==> src/hvf_pkg.sv <==
// constants and carrier types for the high-voltage bus fault response block
// assumes a single 125 MHz core clock and an apb master with 12-bit addresses
package hvf_pkg;

	localparam int unsigned ADDR_W     = 12;
	localparam int unsigned DATA_W     = 32;
	localparam int unsigned NUM_FAULT  = 4;

	// register indices; byte address is four times the index
	localparam logic [7:0] GLB_IDX    = 8'hB0;
	localparam logic [7:0] CTRL_IDX   = 8'hB2;
	localparam logic [7:0] STAT_IDX   = 8'hD2;
	localparam logic [7:0] CLR_IDX    = 8'hD8;
	localparam logic [7:0] IRQEN_IDX  = 8'hD9;

	localparam logic [7:0] CTRL_RST   = 8'h00;
	localparam logic [7:0] IRQEN_RST  = 8'h00;
	localparam logic       GLB_RST    = 1'b0;
	localparam int unsigned GLB_EN_BIT = 7;
	localparam int unsigned STAT_LSB   = 4;
	localparam int unsigned FIELD_W    = 2;

	// fault index: field i sits at ctrl[2i+1:2i], status at bit STAT_LSB+i
	localparam int unsigned F_OUT_OV = 0;
	localparam int unsigned F_OUT_UV = 1;
	localparam int unsigned F_IN_OV  = 2;
	localparam int unsigned F_IN_UV  = 3;

	// hiccup restart delay
	localparam int unsigned HICCUP_MS  = 500;
	localparam int unsigned CLK_HZ     = 125_000_000;
	localparam int unsigned HICCUP_CYC = HICCUP_MS * (CLK_HZ / 1000);
	localparam int unsigned CNT_W      = 26;

	typedef enum logic [1:0] {
		RESP_FLAG   = 2'b00,
		RESP_HICCUP = 2'b01,
		RESP_LATCH  = 2'b10,
		RESP_FLAG2  = 2'b11
	} hvf_resp_t;

	typedef struct packed {
		logic [ADDR_W-1:0] paddr;
		logic              psel;
		logic              penable;
		logic              pwrite;
		logic [DATA_W-1:0] pwdata;
	} hvf_apb_req_t;

	typedef struct packed {
		logic [DATA_W-1:0] prdata;
		logic              pready;
		logic              pslverr;
	} hvf_apb_rsp_t;

endpackage : hvf_pkg

==> src/hvf_fault_resp.sv <==
// fault response control for the high-voltage bus monitors
// assumes fault levels and pins are synchronous to core_clk;
// registers reached over apb, one 32-bit word per register
//////////////////////////////////////////////////////////////////////////////
// What this block does
// RL1: control register is one byte, read-write, cleared by reset
// RL2: bits 1:0 pick response to bus output overvoltage
// RL3: bits 3:2 pick response to bus output undervoltage
// RL4: bits 5:4 pick response to bus input overvoltage
// RL5: bits 7:6 pick response to bus input undervoltage
// RL6: fields apply only while global enable is one, else mode pins
// RL7: field 00 only flags the fault; switching keeps running
// RL8: field 01 stops switching, restarts 500 ms after fault clears
// RL9: field 10 stops switching until enable or chip enable toggles
// RL10: field 11 behaves exactly like 00
// RL11: output overvoltage sets status bit 4
// RL12: output undervoltage sets status bit 5
// RL13: input overvoltage sets status bit 6
// RL14: input undervoltage sets status bit 7
// RL15: any detected fault pulls the active-low fault output low
// RL16: hiccup timer counts only after clear, restarts if fault returns
// RL17: stop request is the OR of all hiccup and latch conditions
//
// Decided for this implementation: the APB interface to the registers.
module hvf_fault_resp
	import hvf_pkg::*;
#(
	parameter int unsigned HiccupCycles = HICCUP_CYC
) (
	input  wire logic                     core_clk,
	input  wire logic                     resetn,
	input  wire hvf_pkg::hvf_apb_req_t    apbReq,
	output hvf_pkg::hvf_apb_rsp_t         apbRsp,
	input  wire logic [hvf_pkg::NUM_FAULT-1:0] highVoltageBusFault,
	input  wire logic [1:0]               modeResp,
	input  wire logic                     pwmEnable,
	input  wire logic                     chipEnable,
	output logic                          pwmStop,
	output logic                          fault_status_out_n,
	output logic                          irq
);
	import hvf_pkg::*;

	//////////////////////////////////////////////////////////////////////////
	// helpers

	function automatic logic regHit(
		input logic [ADDR_W-1:0] addr,
		input logic [7:0]        idx
	);
		regHit = (addr == {2'b00, idx, 2'b00});
	endfunction : regHit

	function automatic logic isHiccup(input logic [1:0] resp);
		isHiccup = (resp == RESP_HICCUP);
	endfunction : isHiccup

	function automatic logic isLatch(input logic [1:0] resp);
		isLatch = (resp == RESP_LATCH);
	endfunction : isLatch

	//////////////////////////////////////////////////////////////////////////
	// state

	typedef struct packed {
		logic [7:0]           ctrl;
		logic                 glbEn;
		logic [NUM_FAULT-1:0] status;
		logic [NUM_FAULT-1:0] irqEn;
		logic [NUM_FAULT-1:0] latched;
		logic                 stop;
		logic                 faultN;
		logic                 irq;
		hvf_apb_rsp_t         rsp;
	} hvf_top_st_t;

	logic                 rstSyncN;
	hvf_top_st_t          state_r;
	hvf_top_st_t          state_nxt;
	logic [NUM_FAULT-1:0] hiccupArmed;
	logic [NUM_FAULT-1:0] hiccupHalt;
	logic [NUM_FAULT-1:0] latchArmed;

	hvf_reset_sync uResetSync (
		.core_clk (core_clk),
		.resetn   (resetn),
		.rstSyncN (rstSyncN)
	);

	//////////////////////////////////////////////////////////////////////////
	// per-fault response selection

	genvar gi;
	generate
		for (gi = 0; gi < NUM_FAULT; gi++) begin : gFault
			logic [1:0] field;
			logic [1:0] resp;

			// field gi covers ctrl[2gi+1:2gi]
			assign field = state_r.ctrl[FIELD_W*gi +: FIELD_W]; // RL2 RL3 RL4 RL5
			// mode pins rule while the global enable is off
			assign resp = state_r.glbEn ? field : modeResp; // RL6
			// flag-only codes 00 and 11 arm neither path
			assign hiccupArmed[gi] = highVoltageBusFault[gi]
				& isHiccup(resp); // RL7 RL10
			assign latchArmed[gi] = highVoltageBusFault[gi]
				& isLatch(resp); // RL9

			hvf_hiccup_timer #(
				.HiccupCycles (HiccupCycles)
			) uTimer (
				.core_clk (core_clk),
				.rstSyncN (rstSyncN),
				.armed    (hiccupArmed[gi]),
				.halt     (hiccupHalt[gi])
			);
		end
	endgenerate

	//////////////////////////////////////////////////////////////////////////
	// next state

	logic                 setup;
	logic                 access;
	logic                 hitGlb;
	logic                 hitCtrl;
	logic                 hitStat;
	logic                 hitClr;
	logic                 hitIrqEn;
	logic                 mapped;
	logic [NUM_FAULT-1:0] clrMask;
	logic                 relatch;

	always_comb begin
		state_nxt = state_r;

		setup    = apbReq.psel & ~apbReq.penable;
		access   = apbReq.psel & apbReq.penable & state_r.rsp.pready;
		hitGlb   = regHit(apbReq.paddr, GLB_IDX);
		hitCtrl  = regHit(apbReq.paddr, CTRL_IDX);
		hitStat  = regHit(apbReq.paddr, STAT_IDX);
		hitClr   = regHit(apbReq.paddr, CLR_IDX);
		hitIrqEn = regHit(apbReq.paddr, IRQEN_IDX);
		mapped   = hitGlb | hitCtrl | hitStat | hitClr | hitIrqEn;
		clrMask  = '0;

		// no wait state: pready rises in the first access cycle
		state_nxt.rsp.pready  = setup;
		state_nxt.rsp.pslverr = setup & ~mapped;
		if (setup) begin
			state_nxt.rsp.prdata = '0;
			if (!apbReq.pwrite) begin
				if (hitGlb) begin
					state_nxt.rsp.prdata[GLB_EN_BIT] = state_r.glbEn;
				end
				if (hitCtrl) begin
					state_nxt.rsp.prdata[7:0] = state_r.ctrl; // RL1
				end
				if (hitStat) begin
					state_nxt.rsp.prdata[STAT_LSB +: NUM_FAULT] =
						state_r.status;
				end
				if (hitIrqEn) begin
					state_nxt.rsp.prdata[NUM_FAULT-1:0] = state_r.irqEn;
				end
			end
		end

		// writes take effect at the completing edge only
		if (access && apbReq.pwrite) begin
			if (hitGlb) begin
				state_nxt.glbEn = apbReq.pwdata[GLB_EN_BIT];
			end
			if (hitCtrl) begin
				state_nxt.ctrl = apbReq.pwdata[7:0]; // RL1
			end
			if (hitIrqEn) begin
				state_nxt.irqEn = apbReq.pwdata[NUM_FAULT-1:0];
			end
			if (hitClr) begin
				clrMask = apbReq.pwdata[STAT_LSB +: NUM_FAULT];
			end
		end

		// sticky status: a fault in the clearing cycle keeps its bit
		state_nxt.status = (state_r.status & ~clrMask)
			| highVoltageBusFault; // RL11 RL12 RL13 RL14

		// latch-off holds until either enable pin is taken low
		relatch = pwmEnable & chipEnable;
		state_nxt.latched = ((relatch ? state_r.latched : '0))
			| latchArmed; // RL9

		state_nxt.stop = (|hiccupHalt) | (|hiccupArmed)
			| (|state_nxt.latched); // RL17 RL8

		// flag stays low while any fault is present or still recorded
		state_nxt.faultN = ~((|highVoltageBusFault)
			| (|state_nxt.status)); // RL15

		state_nxt.irq = |(state_nxt.status & state_nxt.irqEn);
	end

	//////////////////////////////////////////////////////////////////////////
	// registers

	always_ff @(posedge core_clk or negedge rstSyncN) begin
		if (!rstSyncN) begin
			state_r.ctrl    <= CTRL_RST; // RL1
			state_r.glbEn   <= GLB_RST;
			state_r.status  <= '0;
			state_r.irqEn   <= IRQEN_RST[NUM_FAULT-1:0];
			state_r.latched <= '0;
			state_r.stop    <= 1'b0;
			state_r.faultN  <= 1'b1;
			state_r.irq     <= 1'b0;
			state_r.rsp     <= '0;
		end else begin
			state_r <= state_nxt;
		end
	end

	assign apbRsp             = state_r.rsp;
	assign pwmStop            = state_r.stop;
	assign fault_status_out_n = state_r.faultN;
	assign irq                = state_r.irq;

endmodule : hvf_fault_resp

==> src/hvf_reset_sync.sv <==
// two-stage release synchroniser for the active-low reset
// assumes resetn may fall at any time; release is taken on core_clk
module hvf_reset_sync (
	input  wire logic core_clk,
	input  wire logic resetn,
	output logic      rstSyncN
);
	import hvf_pkg::*;

	typedef struct packed {
		logic stage1;
		logic stage2;
	} hvf_rsync_st_t;

	hvf_rsync_st_t state_r;
	hvf_rsync_st_t state_nxt;

	always_comb begin
		state_nxt.stage1 = 1'b1;
		state_nxt.stage2 = state_r.stage1;
	end

	always_ff @(posedge core_clk or negedge resetn) begin
		if (!resetn) begin
			state_r <= '0;
		end else begin
			state_r <= state_nxt;
		end
	end

	assign rstSyncN = state_r.stage2;

endmodule : hvf_reset_sync

==> src/hvf_hiccup_timer.sv <==
// restart timer for one fault in hiccup mode
// assumes armed is high while the fault is present and hiccup is chosen
module hvf_hiccup_timer #(
	parameter int unsigned HiccupCycles = hvf_pkg::HICCUP_CYC
) (
	input  wire logic core_clk,
	input  wire logic rstSyncN,
	input  wire logic armed,
	output logic      halt
);
	import hvf_pkg::*;

	typedef enum logic [1:0] {
		T_IDLE  = 2'b00,
		T_HALT  = 2'b01,
		T_COUNT = 2'b10
	} hvf_tstate_t;

	typedef struct packed {
		hvf_tstate_t      fsm;
		logic [CNT_W-1:0] cnt;
		logic             halt;
	} hvf_timer_st_t;

	localparam logic [CNT_W-1:0] LAST = CNT_W'(HiccupCycles - 1);

	hvf_timer_st_t state_r;
	hvf_timer_st_t state_nxt;

	always_comb begin
		state_nxt = state_r;
		case (state_r.fsm)
			T_IDLE: begin
				if (armed) begin
					state_nxt.fsm = T_HALT;
				end
			end
			T_HALT: begin
				state_nxt.cnt = '0;
				if (!armed) begin
					state_nxt.fsm = T_COUNT; // RL16
				end
			end
			T_COUNT: begin
				if (armed) begin
					state_nxt.fsm = T_HALT; // RL16
					state_nxt.cnt = '0;
				end else if (state_r.cnt == LAST) begin
					state_nxt.fsm = T_IDLE; // RL8
				end else begin
					state_nxt.cnt = state_r.cnt + 1'b1;
				end
			end
			default: begin
				state_nxt.fsm = T_IDLE;
			end
		endcase
		state_nxt.halt = (state_nxt.fsm != T_IDLE);
	end

	always_ff @(posedge core_clk or negedge rstSyncN) begin
		if (!rstSyncN) begin
			state_r <= '{fsm: T_IDLE, cnt: '0, halt: 1'b0};
		end else begin
			state_r <= state_nxt;
		end
	end

	assign halt = state_r.halt;

endmodule : hvf_hiccup_timer

==> config.mk <==
export PLATFORM = sky130hd
export DESIGN_NAME = hvf_fault_resp
export DESIGN_NICKNAME = d
export VERILOG_FILES = /design/src/hvf_pkg.sv /design/src/hvf_fault_resp.sv /design/src/hvf_reset_sync.sv /design/src/hvf_hiccup_timer.sv
export SDC_FILE = /design/constraint.sdc
export NUM_CORES = 1
export LEC_CHECK = 0
export BUFFER_PORTS_ARGS = -buffer_cell sky130_fd_sc_hd__buf_2
export CAP_MARGIN = 5
export CORE_MARGIN = 10
export CORE_UTILIZATION = 45
export DETAILED_ROUTE_END_ITERATION = 8
export PLACE_DENSITY = 0.62
export SYNTH_ARGS = -nofsm -noshare
export SYNTH_HDL_FRONTEND = slang
export SYNTH_HIERARCHICAL = 1
export SYNTH_SLANG_ARGS = --single-unit
==> constraint.sdc <==
create_clock -name core_clk -period 6.9 [get_ports core_clk]
set_clock_uncertainty 0.05 [all_clocks]
set_input_delay 1.38 -clock core_clk [delete_from_list [all_inputs] [get_ports core_clk]]
set_output_delay 1.38 -clock core_clk [all_outputs]
set_load 0.005 [all_outputs]
Word level (Yosys, flattened, before mapping). Index checks and enable logic that the tools add are counted.

Mux-type cells: 42. Bitwise operators: 28. Reduce and logical (&&, ||, !) cells: 25. Equality and inequality tests: 29. Add/sub/neg operators: 4.

Operators with widths (number): $pmux W26 S2 (4); $mux W28 (4); $add A26 B1 Y26 const B (4); $eq A26 B26 Y1 const B (4); $mux W26 (4); $eq A12 B10 Y1 const B (5); $mux W2 (16); $mux W4 (7); $pmux W2 S3 (4); $reduce_or A4 Y1 (6); $eq A2 B1 Y1 const B (8); $eq A2 B2 Y1 const B (8); $mux W8 (2); $reduce_bool A2 Y1 (8); $and A1 B1 Y1 (13); $ne A3 B2 Y1 const B (4); $reduce_and A2 Y1 (6); $and A4 B4 Y4 (2); $logic_not A2 Y1 (4); $or A4 B4 Y4 (2); $or A1 B1 Y1 (7); $not A4 Y4 (1); $not A1 Y1 (3); $logic_and A1 B1 Y1 (1); $mux W1 (1).

Register bits: 152. Input bits: 57.

Depth between registers and ports, before layout. Gate-level depths: netlist (run 1).

Depth in word-level cells: 10. Mapped depth: 10. Mapped depth without buffers: 8.

Cells and area by module. Netlist (run 1), hierarchy kept.

By module, submodules not included: hvf_hiccup_timer (sequential area each 725.7 um^2, area an instance 1939.4 um^2, cells each 220, instances 4); hvf_fault_resp (sequential area each 852.1 um^2, area an instance 1988.2 um^2, cells each 200, instances 1); hvf_reset_sync (sequential area each 50.0 um^2, area an instance 53.8 um^2, cells each 3, instances 1).

Worst setup path before layout (run 1). OpenSTA, ideal clock, no wires.

Kind: input -> register. Start: in modeResp[1]. End: reg gFault[1].uTimer/state_r[14] in the netlist's numbering. Library setup time: 0.069 ns. Buffers on the path: 0. Setup slack: 3.800 ns. Data arrival time: 2.981 ns. Stages on the path: 8. Cell sequence: nor2_1 nand2_1 o21ai_0 and2_1 or2b_2 a211o_1 or4_1 nand3_1.

Word-level cells in the longest chain between the ends: 5.

Ends and longest elaborated chain: start, declared (line hvf_fault_resp.sv:35) `input wire logic [1:0] modeResp,`; $mux W2 (*) (line hvf_fault_resp.sv:102) `assign resp = state_r.glbEn ? field : modeResp;`; $eq A2 B1 Y1 (*) (line hvf_fault_resp.sv:55) `isHiccup = (resp == RESP_HICCUP);`; $and A1 B1 Y1 (*) (line hvf_fault_resp.sv:105) `& isHiccup(resp);`; net hiccupArmed[1] (line hvf_fault_resp.sv:80) `logic [NUM_FAULT-1:0] hiccupArmed;`; $mux W28 or $ne A3 B2 Y1 (tied branches); $pmux W26 S2 or $reduce_and A2 Y1 (tied branches); end signal, assigned (line hvf_hiccup_timer.sv:63) `state_r <= '{fsm: T_IDLE, cnt: '0, halt: 1'b0};`; end signal, assigned (line hvf_hiccup_timer.sv:65) `state_r <= state_nxt;`; end, declared (line hvf_hiccup_timer.sv:27) `hvf_timer_st_t state_r;`.

Mark *: on every way through the listed nets, which the timed path passes. The rest lies on a longest branch. A chain may end at the register's enable or synchronous reset.

Final worst setup path (run 1).
Start: in modeResp[1]. End: reg gFault[3].uTimer/state_r[22] in the netlist's numbering.

Word-level cells in the longest chain between the ends: 5.

Ends and longest elaborated chain (line): $mux W2 (*) (hvf_fault_resp.sv:102); $eq A2 B1 Y1 (*) (hvf_fault_resp.sv:55); $and A1 B1 Y1 (*) (hvf_fault_resp.sv:105); net hiccupArmed[3] (hvf_fault_resp.sv:80); $mux W28 or $ne A3 B2 Y1 (tied branches); $pmux W26 S2 or $reduce_and A2 Y1 (tied branches); end signal, assigned (hvf_hiccup_timer.sv:63); end signal, assigned (hvf_hiccup_timer.sv:65); end, declared (hvf_hiccup_timer.sv:27).

Marks and branches as above.

==> impl_results.md, run 1 <==
* Run status: complete, no violations
* Worst Max-Slew Pin Slew at 1080 ps
* Hold Crit Class: reg2async
* Most frequent cells in the layout: dfrtp_1 (150), nand2_1 (127), o21ai_0 (84)
* Synthesized area at 9800 µm²
* Max Fclk at 289 MHz
* Switching Fraction at 30.4%
* Hold-fix buffers, CTS at 0
* Nets at 1127
* GPL Wtd Cong at 0.848
* Cells after Synth at 1083
* R2r setup slk at 3800 ps
* Reg2Reg Depth at 8
* Sum of buffers and inverters on the critical path at 1
* Clock Power Share at 41.6%
* Die area at 28100 µm²
* Vias at 8197
* CP Class: in2reg
* Postcts setup bufs at 0
* CTS Buf Count at 17
* CTS resizes at 0
* Initial Util at 46.2%
* Slew Limit Headroom at 27.8%
* Detailed Place HPWL at 15600 µm
* TritonRoute pass-1 iters at 5
* CP cell instances: buf_2 > nor2_1 > nand2_1 > o21ai_0 > and2_1 > or2b_2 > a211oi_2 > and3_1 > a211o_1
* Rows at 53
* Synth area leaders: dfrtp_1 (39%), nand2_1 (4.9%), o21ai_0 (4.3%), nand3_1 (3.7%), buf_4 (2.8%)
* Pwr/cell area at 220 nW/µm²
* CTS Root Cell: clkbuf_16
* Final period util at 50.2%
* Commonest non-fill, non-tap cell in the layout: dfrtp_1
* Post-synth ARST share at 100%
* Worst-Skew Late Latency at 440 ps
* Slowest CP cell: a211oi_2
* Max FO, Critical Path at 15
* Most area-hungry cell type in the Yosys netlist: dfrtp_1
* Die width at 168 µm
* CP peak stage delay at 890 ps
* Vias in the first global route at 7811
* Routed len/inst at 16.9 µm
* Critical path endpoint: gFault[3].uTimer/state_r[22]
* Drt first-iter violations at 812
* Htree depth at 4
* Max Cap Viol at 0
* Final Hold Viols at 0
* Synth warn at 6
* Layout area overhead at 4.58%
* Post-synth EDFFs at 0
* Global route overflow at 0
* CTS sink count at 152
* Number of unique standard cell types used by synthesis at 75
* Final Max Slew Viols at 0
* Worst setup path start: modeResp[1]
* Max clock buf depth at 2
* Power Internal at 1.57 mW
* Sequential share of power at 45.4%
* Post-synthesis sequential area ratio at 38.8%
* Total GRT Usage at 16.2%
* N_diodes at 0
* CP Capture Type: flop
* Mean post-synth cell area at 9.05 µm²
* Leak at 4.42 nW
* Final WL at 22900 µm
* Yosys top cell area share at 38.6%
* Post-synth top flop: dfrtp_1
* Crit-path leading delay family: simple AND/OR/NAND/NOR gates
* DRC at 0
* Comb pwr share at 13.0%
* Sw Pwr at 687 µW
* CTS tree: yes
* Min cycle time layout at 3460 ps
* RSZ-0062 raised after global routing: false
* Worst R2R Start: state_r[49]
* Initial antenna violation count at 0
* Worst R2R End: gFault[3].uTimer/state_r[22]
* Setup crit start kind: primary input
* Total negative slack at 0 ps
* First-pass GRT wire length at 39300 µm
* Levels on crit path at 9
* CTS clk-pin slew, worst paths at 70 ps
* I/O Buffers at 45
* Required time of the critical path at 7220 ps
* Die height at 168 µm
* Top-Level Pins at 94
* Core area at 21200 µm²
* ANT nets after route at 0
* Maximum vdd drop at 0.133 mV
* Fin util at 48.3%
* Layout cells sized above 1 at 15.7%
* Largest net degree at the start of global routing at 67
* Endpoints failing setup at 0
* Crit path DAT at 3780 ps
* Flops & latches, synth at 152
* Via density at 6.05
how the worst min path moves through the flow:
| stage | from | to | slack, ps | depth (start not counted) |
|---|---|---|---|---|
| 2_1_floorplan | uResetSync/state_nxt[0] | uResetSync/rstSyncN | 280 | 0 |
| 3_3_place_gp | uResetSync/state_nxt[0] | uResetSync/rstSyncN | 280 | 0 |
| 3_5_place_dp | uResetSync/state_nxt[0] | uResetSync/rstSyncN | 290 | 0 |
| 4_1_cts | uResetSync/rstSyncN | gFault[0].uTimer/state_r[21] | 310 | 0 |
| 5_1_grt | uResetSync/state_nxt[0] | uResetSync/rstSyncN | 320 | 0 |
| 6_report | uResetSync/rstSyncN | gFault[0].uTimer/state_r[21] | 280 | 0 |
cell families after synthesis:
| kind of cell | Yosys count | share of synthesized area, % |
|---|---|---|
| other cells | 2 | 0.0766 |
| buf+inv | 131 | 9.37 |
| fa+ha+maj | 4 | 0.511 |
| xor+xnor | 12 | 1.07 |
| flops | 152 | 38.8 |
| simple gates | 509 | 30.1 |
| mux | 14 | 1.60 |
| compound gates | 259 | 18.5 |
metrics by stage:
stage / setup slack [ps] / hold slack (ps) / cells / power, mW / area [µm²]
after detailed placement: 2990 / 289 / 1322 / 1.34 / 9660
after global placement: 2970 / 284 / 1322 / 1.33 / 9660
after global routing: 3280 / 320 / 1354 / 2.37 / 10200
after CTS: 3470 / 305 / 1354 / 2.28 / 10200
final: 3440 / 276 / 1354 / 2.26 / 10200
after floorplan: 2300 / 281 / 1106 / 1.25 / 9890
power groups by stage:
| stage | registers (mW) | logic (mW) | clock network, mW |
|---|---|---|---|
| 6_report | 1.02 | 0.294 | 0.937 |
| 5_1_grt | 1.04 | 0.333 | 0.998 |
| 4_1_cts | 1.02 | 0.297 | 0.965 |
| 3_5_place_dp | 1.04 | 0.296 | 0 |
| 3_3_place_gp | 1.04 | 0.290 | 0 |
| 2_1_floorplan | 1.02 | 0.227 | 0 |
cell usage after synthesis (all sizes together), types with 10 or more instances:
library cell and count:
a211oi 10, a21o 29, a21oi 32, a22oi 15, and2 13, and3 24
and4 19, buf 79, clkbuf 31, dfrtp 151, inv 21, mux2 10
nand2 127, nand3 74, nand4 47, nor2 52, nor3 31, nor4b 13
o21ai 84, or2 12, or3 20, or4 29
metal layers:
layer / wire length [µm] / track usage (%) / part of all wire, %
met1: 10800 / 22.0 / 47
met2: 10600 / 25.3 / 46
met3: 1180 / 3.53 / 5.2
met4: 249 / 4.54 / 1.1
met5: 0 / 0 / 0
worst register-to-register path, delay by kind of cell (launching register included):
kind	cells	cell delay [ps]
simple gates	5	1260
compound gates	3	1110
flops	1	600
flip-flops by register name (all words and copies together) (netlist names):
register / count
gFault.field: 8
gFault.uTimer/state_r: 112
uResetSync/rstSyncN: 1
pwmStop: 1
fault_status_out_n: 1
gFault.uTimer/halt: 4
state_r: 13
apbRsp: 10
irq: 1
uResetSync/state_nxt: 1
final cells by class:
| cell class | instances | area [µm²] |
|---|---|---|
| well taps | 275 | 344 |
| inverters | 21 | 78.8 |
| fillers | 2036 | 11000 |
| multi-input cells | 823 | 5160 |
| flip-flops and latches | 152 | 3810 |
| clock inverters | 15 | 159 |
| repair buffers | 51 | 270 |
| clock buffers | 17 | 425 |
Note: power is estimated with default switching activity, not from simulation.
==> run 2, diff against run 1 <==
Clock period 6.9 ns to 3.3 ns, I/O delays scaled along.
==> run 2 against run 1 <==
  * Via count is 1.2% lower
  * Sequential share of layout area is 0.52 points lower
  * Wire length is 0.70% lower
  * Core utilization is 0.68 points higher
  * Hold slack worse by 31 ps
  * Register-to-register slack worse by 3300 ps
  * Non-clock buffer count is 14 higher
  * Critical path depth is 1 lower
  * Setup slack worse by 2900 ps
  * Cell area is 1.4% higher
  * Cell count is 1.0% higher
  * Die area stayed put
  * Critical endpoint is now gFault[0].uTimer/state_r[14]
==> impl_results.md, run 2 (same netlist as run 1, synthesis figures left out) <==
* Final Hold Viols at 0 (unchanged)
* Required time of the critical path at 3620 ps (was 7220 ps)
* Worst hold slack at 245 ps (was 276 ps)
* Final setup margin at 493 ps (was 3440 ps)
* Most frequent cells in the layout: dfrtp_1 (150), nand2_1 (127), o21ai_0 (84) (unchanged)
* Drt first-iter violations at 576 (was 812)
* Biggest register: gFault.uTimer/state_r (unchanged)
* Min cycle time layout at 2810 ps
* Pwr/cell area at 464 nW/µm² (was 220 nW/µm²)
* Filler Cells Inserted at 2026 (was 2036)
* Final period util at 85.1%
* Commonest non-fill, non-tap cell in the layout: dfrtp_1 (unchanged)
* Routed len/inst at 16.6 µm (was 16.9 µm)
* Endpoints failing setup at 0 (unchanged)
* Htree depth at 4 (unchanged)
* Final Max Slew Viols at 0 (unchanged)
* Total negative slack at 0 ps (unchanged)
* Place WS at 361 ps (was 2990 ps)
* CP peak stage delay at 580 ps (was 890 ps)
* Run status: complete, no violations (unchanged)
* Max FFs per register at 112 (unchanged)
* CTS sink count at 152 (unchanged)
* Setup crit start kind: flop (was primary input)
* Worst R2R Start: state_r[49] (unchanged)
* Leak at 4.51 nW (was 4.42 nW)
* Crit path DAT at 3130 ps (was 3780 ps)
* Global route overflow at 0 (unchanged)
* Layout area overhead at 6.06% (was 4.58%)
* Worst R2R End: gFault[0].uTimer/state_r[14] (was gFault[3].uTimer/state_r[22])
* Max Fclk at 356 MHz
* Slowest CP cell: or4_1 (was a211oi_2)
* TritonRoute pass-1 iters at 5 (unchanged)
* CP Capture Type: flop (unchanged)
* I/O Buffers at 45 (unchanged)
* Reg2Reg Depth at 8 (unchanged)
* CTS tree: yes (unchanged)
* Placed Cells at 1335 (was 1322)
* Rows at 53 (unchanged)
* Initial Util at 46.2% (unchanged)
* Largest net degree at the start of global routing at 69 (was 67)
* Worst-Skew Late Latency at 440 ps (about the same)
* Via density at 5.92 (was 6.05)
* DRC at 0 (unchanged)
* First-pass GRT wire length at 38300 µm (was 39300 µm)
* Worst Max-Slew Pin Slew at 643 ps (was 1080 ps)
* CTS Root Cell: clkbuf_16 (unchanged)
* Layout cells sized above 1 at 16.6% (was 15.7%)
* Vias at 8102 (was 8197)
* Maximum vdd drop at 0.310 mV (was 0.133 mV)
* Core area at 21200 µm² (unchanged)
* Die height at 168 µm (unchanged)
* CTS clk-pin slew, worst paths at 70 ps (about the same)
* Nets at 1141 (was 1127)
* CTS Buf Count at 17 (unchanged)
* Top-Level Pins at 94 (unchanged)
* Worst setup path start: state_r[49] (was modeResp[1])
* Max Cap Viol at 0 (unchanged)
* N_diodes at 0 (unchanged)
* Slew Limit Headroom at 57.0% (was 27.8%)
* Fin util at 49.0% (was 48.3%)
* Total GRT Usage at 15.9% (was 16.2%)
* ANT nets after route at 0 (unchanged)
* Vias in the first global route at 7668 (was 7811)
* Hold Crit Class: reg2async (unchanged)
* RSZ-0062 raised after global routing: false (unchanged)
* Final WL at 22700 µm (was 22900 µm)
* CP Class: reg2reg (was in2reg)
* Die width at 168 µm (unchanged)
* Initial antenna violation count at 0 (unchanged)
* R2r setup slk at 490 ps (was 3800 ps)
* Die area at 28100 µm² (unchanged)
* GPL Wtd Cong at 0.813 (was 0.848)
* Postcts setup bufs at 0 (unchanged)
* Max FO, Critical Path at 14 (was 15)
* Detailed Place HPWL at 15600 µm (about the same)
* Max clock buf depth at 2 (unchanged)
* CP cell instances: nor2_1 > nand2_1 > o21ai_0 > and2_1 > or2b_2 > a211o_1 > or4_1 > nand3_1 (was buf_2 > nor2_1 > nand2_1 > o21ai_0 > and2_1 > or2b_2 > a211oi_2 > and3_1 > a211o_1)
* Final Non-Filler Cells at 1368 (was 1354)
## run 2: cell count changes in the layout (fill, tap and decap cells not counted), sizes merged
cell / delta
dlygate4sd3: +1
buf: +13
inv: +1
clkinvlp: -2
bufinv: +1
clkbuf: +1
clkinv: -1
## run 2: how the worst max path moves through the flow
stage	to	slack, ps	depth (start not counted)
after global routing	gFault[0].uTimer/state_r[14]	290	8
final	gFault[0].uTimer/state_r[14]	490	8
after detailed placement	gFault[0].uTimer/state_r[14]	360	9
after CTS	gFault[0].uTimer/state_r[14]	470	8
after global placement	gFault[0].uTimer/state_r[14]	430	9
after floorplan	apbRsp[0]	730	0
## run 2: report_power, final
part | total (mW) | switching [mW] | leakage, nW | internal [mW]
Clock | 2.04 | 0.887 | 0.299 | 1.15
Combinational | 0.642 | 0.401 | 2.17 | 0.241
Sequential | 2.14 | 0.149 | 2.04 | 1.99
## run 2: what timing repair did
item,CTS,global route
setup endpoints to repair,0,0
gates resized for setup,0,0
endpoints found under the hold margin,2,0
hold buffers,1,0
## run 2: worst max-delay path: cells and delay by family, from the launching register on
kind,cells,cell delay (ps)
flip-flops,1,570
AO/OA/AOI/OAI,2,630
AND/OR/NAND/NOR,6,1490
## run 2: cell type report
cell class,count,area [µm²],area share [%]
inverter,21,78.8,0.758
timing repair buffer,65,390,3.76
clock buffer,18,429,4.13
sequential,152,3810,36.6
clock inverter,14,180,1.73
tap,275,344,3.31
multi-input combinational,823,5160,49.7
## run 2: layer usage
layer	share of wire (%)	GRT usage [%]	up-vias	wire length [µm]
li1	-	-	3983	-
met1	48	21.6	3915	11000
met2	46	24.8	181	10500
met3	4.1	3.00	23	929
met4	1.4	5.34	0	311
met5	0	0	-	0
## run 2: per-stage QoR
| stage | power, mW | area, µm² |
|---|---|---|
| floorplan | 2.62 | 9890 |
| global placement | 2.80 | 9770 |
| detailed placement | 2.81 | 9770 |
| CTS | 4.87 | 10400 |
| global route | 5.04 | 10400 |
| finish | 4.82 | 10400 |
==> run 3, diff against run 2 <==
Settings changed: CELL_PAD_IN_SITES_DETAIL_PLACEMENT set to 0, CELL_PAD_IN_SITES_GLOBAL_PLACEMENT set to 1, MAX_ROUTING_LAYER set to met4, PLACE_DENSITY 0.62 to 0.78.
==> run 3 against run 2 <==
  * Wire length increased by 3.3%
  * Register-to-register slack improved by 80 ps
  * Die area unchanged
  * Sequential cell count unchanged
  * Sequential share of layout area decreased by 0.28 points
  * Clock power increased by 11%
  * Cell area increased by 0.77%
  * Power increased by 4.8%
==> impl_results.md, run 3 (same netlist as run 1, synthesis figures left out) <==
* Multi-input logic area at 5160 µm² (unchanged)
* CTS tree: yes (unchanged)
* Max FFs per register at 112 (unchanged)
* Total GRT Usage at 16.9% (was 15.9%)
* Worst Hold Launch: uResetSync/state_nxt[0]
* Levels on crit path at 8 (unchanged)
* R2r setup slk at 570 ps (was 490 ps)
* Sequential standard cell area at 3810 µm² (unchanged)
* Worst R2R Start: state_r[49] (unchanged)
* Reg2Reg Depth at 8 (unchanged)
* Setup crit start kind: flop (unchanged)
* Slew Limit Headroom at 47.2% (was 57.0%)
* Max Fclk at 367 MHz (was 356 MHz)
* Core area at 21200 µm² (unchanged)
* Nets at 1143 (was 1141)
* GPL Wtd Cong at 0.874 (was 0.813)
* Htree depth at 4 (unchanged)
* Worst Max-Slew Pin Slew at 792 ps (was 643 ps)
* Postcts setup bufs at 0 (unchanged)
* Initial antenna violation count at 0 (unchanged)
* Run status: complete, no violations (unchanged)
* ANT nets after route at 0 (unchanged)
* Sw Pwr at 1.39 mW (was 1.44 mW)
* Drt first-iter violations at 672 (was 576)
* Total negative slack at 0 ps (unchanged)
* Die area at 28100 µm² (unchanged)
* Power Internal at 3.66 mW (was 3.38 mW)
* Crit-path leading delay family: simple AND/OR/NAND/NOR gates (unchanged)
* Initial Util at 46.2% (unchanged)
* Fin util at 49.4% (was 49.0%)
* Layout area overhead at 6.88% (was 6.06%)
* CTS Root Cell: clkbuf_16 (unchanged)
* N_diodes at 0 (unchanged)
* Clock Power Share at 44.7% (was 42.3%)
* Comb pwr share at 12.9% (was 13.3%)
* Worst setup path start: state_r[49] (unchanged)
* CTS sink count at 152 (unchanged)
* Largest net degree at the start of global routing at 63 (was 69)
* CP cell instances: nor2_1 > nand2_1 > o21ai_0 > and2_1 > or2b_2 > a211o_1 > or4_1 > nand3_1 (unchanged)
* Biggest register: gFault.uTimer/state_r (unchanged)
* Hold Crit Class: reg2reg (was reg2async)
* Vias in the first global route at 7650 (was 7668)
* TritonRoute pass-1 iters at 5 (unchanged)
* Pwr/cell area at 482 nW/µm² (was 464 nW/µm²)
* Max Cap Viol at 0 (unchanged)
* CP Capture Type: flop (unchanged)
* I/O Buffers at 45 (unchanged)
* Vias at 8229 (was 8102)
* Maximum vdd drop at 0.283 mV (was 0.310 mV)
* Hold path cells at 0
* WHS Endpoint: uResetSync/rstSyncN
* Filler Cells Inserted at 2037 (was 2026)
* CP peak stage delay at 560 ps (was 580 ps)
* RSZ-0062 raised after global routing: false (unchanged)
* First-pass GRT wire length at 39600 µm (was 38300 µm)
* Total power at 5.05 mW (was 4.82 mW)
* Final Max Slew Viols at 0 (unchanged)
* CP Class: reg2reg (unchanged)
* CTS resizes at 0 (unchanged)
* Commonest non-fill, non-tap cell in the layout: dfrtp_1 (unchanged)
* Min cycle time layout at 2730 ps (was 2810 ps)
* Required time of the critical path at 3610 ps (was 3620 ps)
* Global route overflow at 0 (unchanged)
* Final Hold Viols at 0 (unchanged)
* Switching Fraction at 27.5% (was 29.8%)
* Leak at 4.54 nW (was 4.51 nW)
* Crit path DAT at 3040 ps (was 3130 ps)
* Rows at 53 (unchanged)
* Endpoints failing setup at 0 (unchanged)
* Worst-Skew Late Latency at 430 ps (was 440 ps)
* Die width at 168 µm (unchanged)
* Max FO, Critical Path at 14 (unchanged)
* CTS clk-pin slew, worst paths at 60 ps (was 70 ps)
* Via density at 6.01 (was 5.92)
* Final period util at 82.6% (was 85.1%)
* Slowest CP cell: or4_1 (unchanged)
* Routed len/inst at 17.1 µm (was 16.6 µm)
* Die height at 168 µm (unchanged)
* Layout cells sized above 1 at 16.7% (was 16.6%)
* DRC at 0 (unchanged)
* Most frequent cells in the layout: dfrtp_1 (150), nand2_1 (127), o21ai_0 (84) (unchanged)
* Worst R2R End: gFault[1].uTimer/state_r[14] (was gFault[0].uTimer/state_r[14])
* Final WL at 23500 µm (was 22700 µm)
* Sum of buffers and inverters on the critical path at 0 (unchanged)
* Max clock buf depth at 2 (unchanged)
* CTS Buf Count at 17 (unchanged)
* Sequential share of power at 42.5% (was 44.3%)
* Top-Level Pins at 94 (unchanged)
* Detailed Place HPWL at 16300 µm (was 15600 µm)
==> run 3: worst register-to-register path, cell delays in order, from the launching register on <==
cell     delay, ps
dfrtp_1        550
nor2_1          90
nand2_1        130
o21ai_0        160
and2_1         220
or2b_2         340
a211o_1        470
or4_1          560
nand3_1         90
==> run 3: through the flow <==
step	instance area, µm²	hold slack [ps]	setup WS (ps)	std cells
after floorplan	9890	281	731	1106
after global placement	9790	286	403	1337
after global routing	10500	320	422	1370
final	10500	300	574	1370
after detailed placement	9790	289	381	1337
after CTS	10500	303	564	1370
==> run 3: metal layers <==
metal  vias up  share of wire (%)  track usage (%)
met4         0                1.2             5.15
met1      4019                 51             24.2
met2       197                 43             23.7
met5         -                  0                -
met3        26                4.8             3.16
li1       3987                  -                -
==> run 3: timing repair <==
action | CTS | global route
endpoints found under the setup margin | 0 | 0
hold endpoints to repair | 2 | 0
hold buffers | 1 | 0
==> run 3: worst max path at each step <==
stage | end | slack, ps
final | gFault[1].uTimer/state_r[14] | 570
after global routing | gFault[1].uTimer/state_r[14] | 420
after CTS | gFault[1].uTimer/state_r[14] | 560
after detailed placement | gFault[1].uTimer/state_r[14] | 380
after global placement | gFault[1].uTimer/state_r[14] | 400
after floorplan | apbRsp[0] | 730
==> run 3: final cells by class <==
type | instances | share of cell area (%)
multi-input cells | 823 | 49.3
flip-flops and latches | 152 | 36.4
clock buffers | 18 | 4.10
repair buffers | 67 | 3.87
well taps | 275 | 3.29
clock inverters | 14 | 2.34
inverters | 21 | 0.753
==> run 3: power groups by stage <==
| stage | logic, mW | clock network [mW] | registers, mW |
|---|---|---|---|
| global placement | 0.642 | 0 | 2.17 |
| CTS | 0.656 | 2.30 | 2.14 |
| global route | 0.735 | 2.38 | 2.17 |
| finish | 0.650 | 2.26 | 2.14 |
| detailed placement | 0.652 | 0 | 2.18 |
| floorplan | 0.474 | 0 | 2.14 |
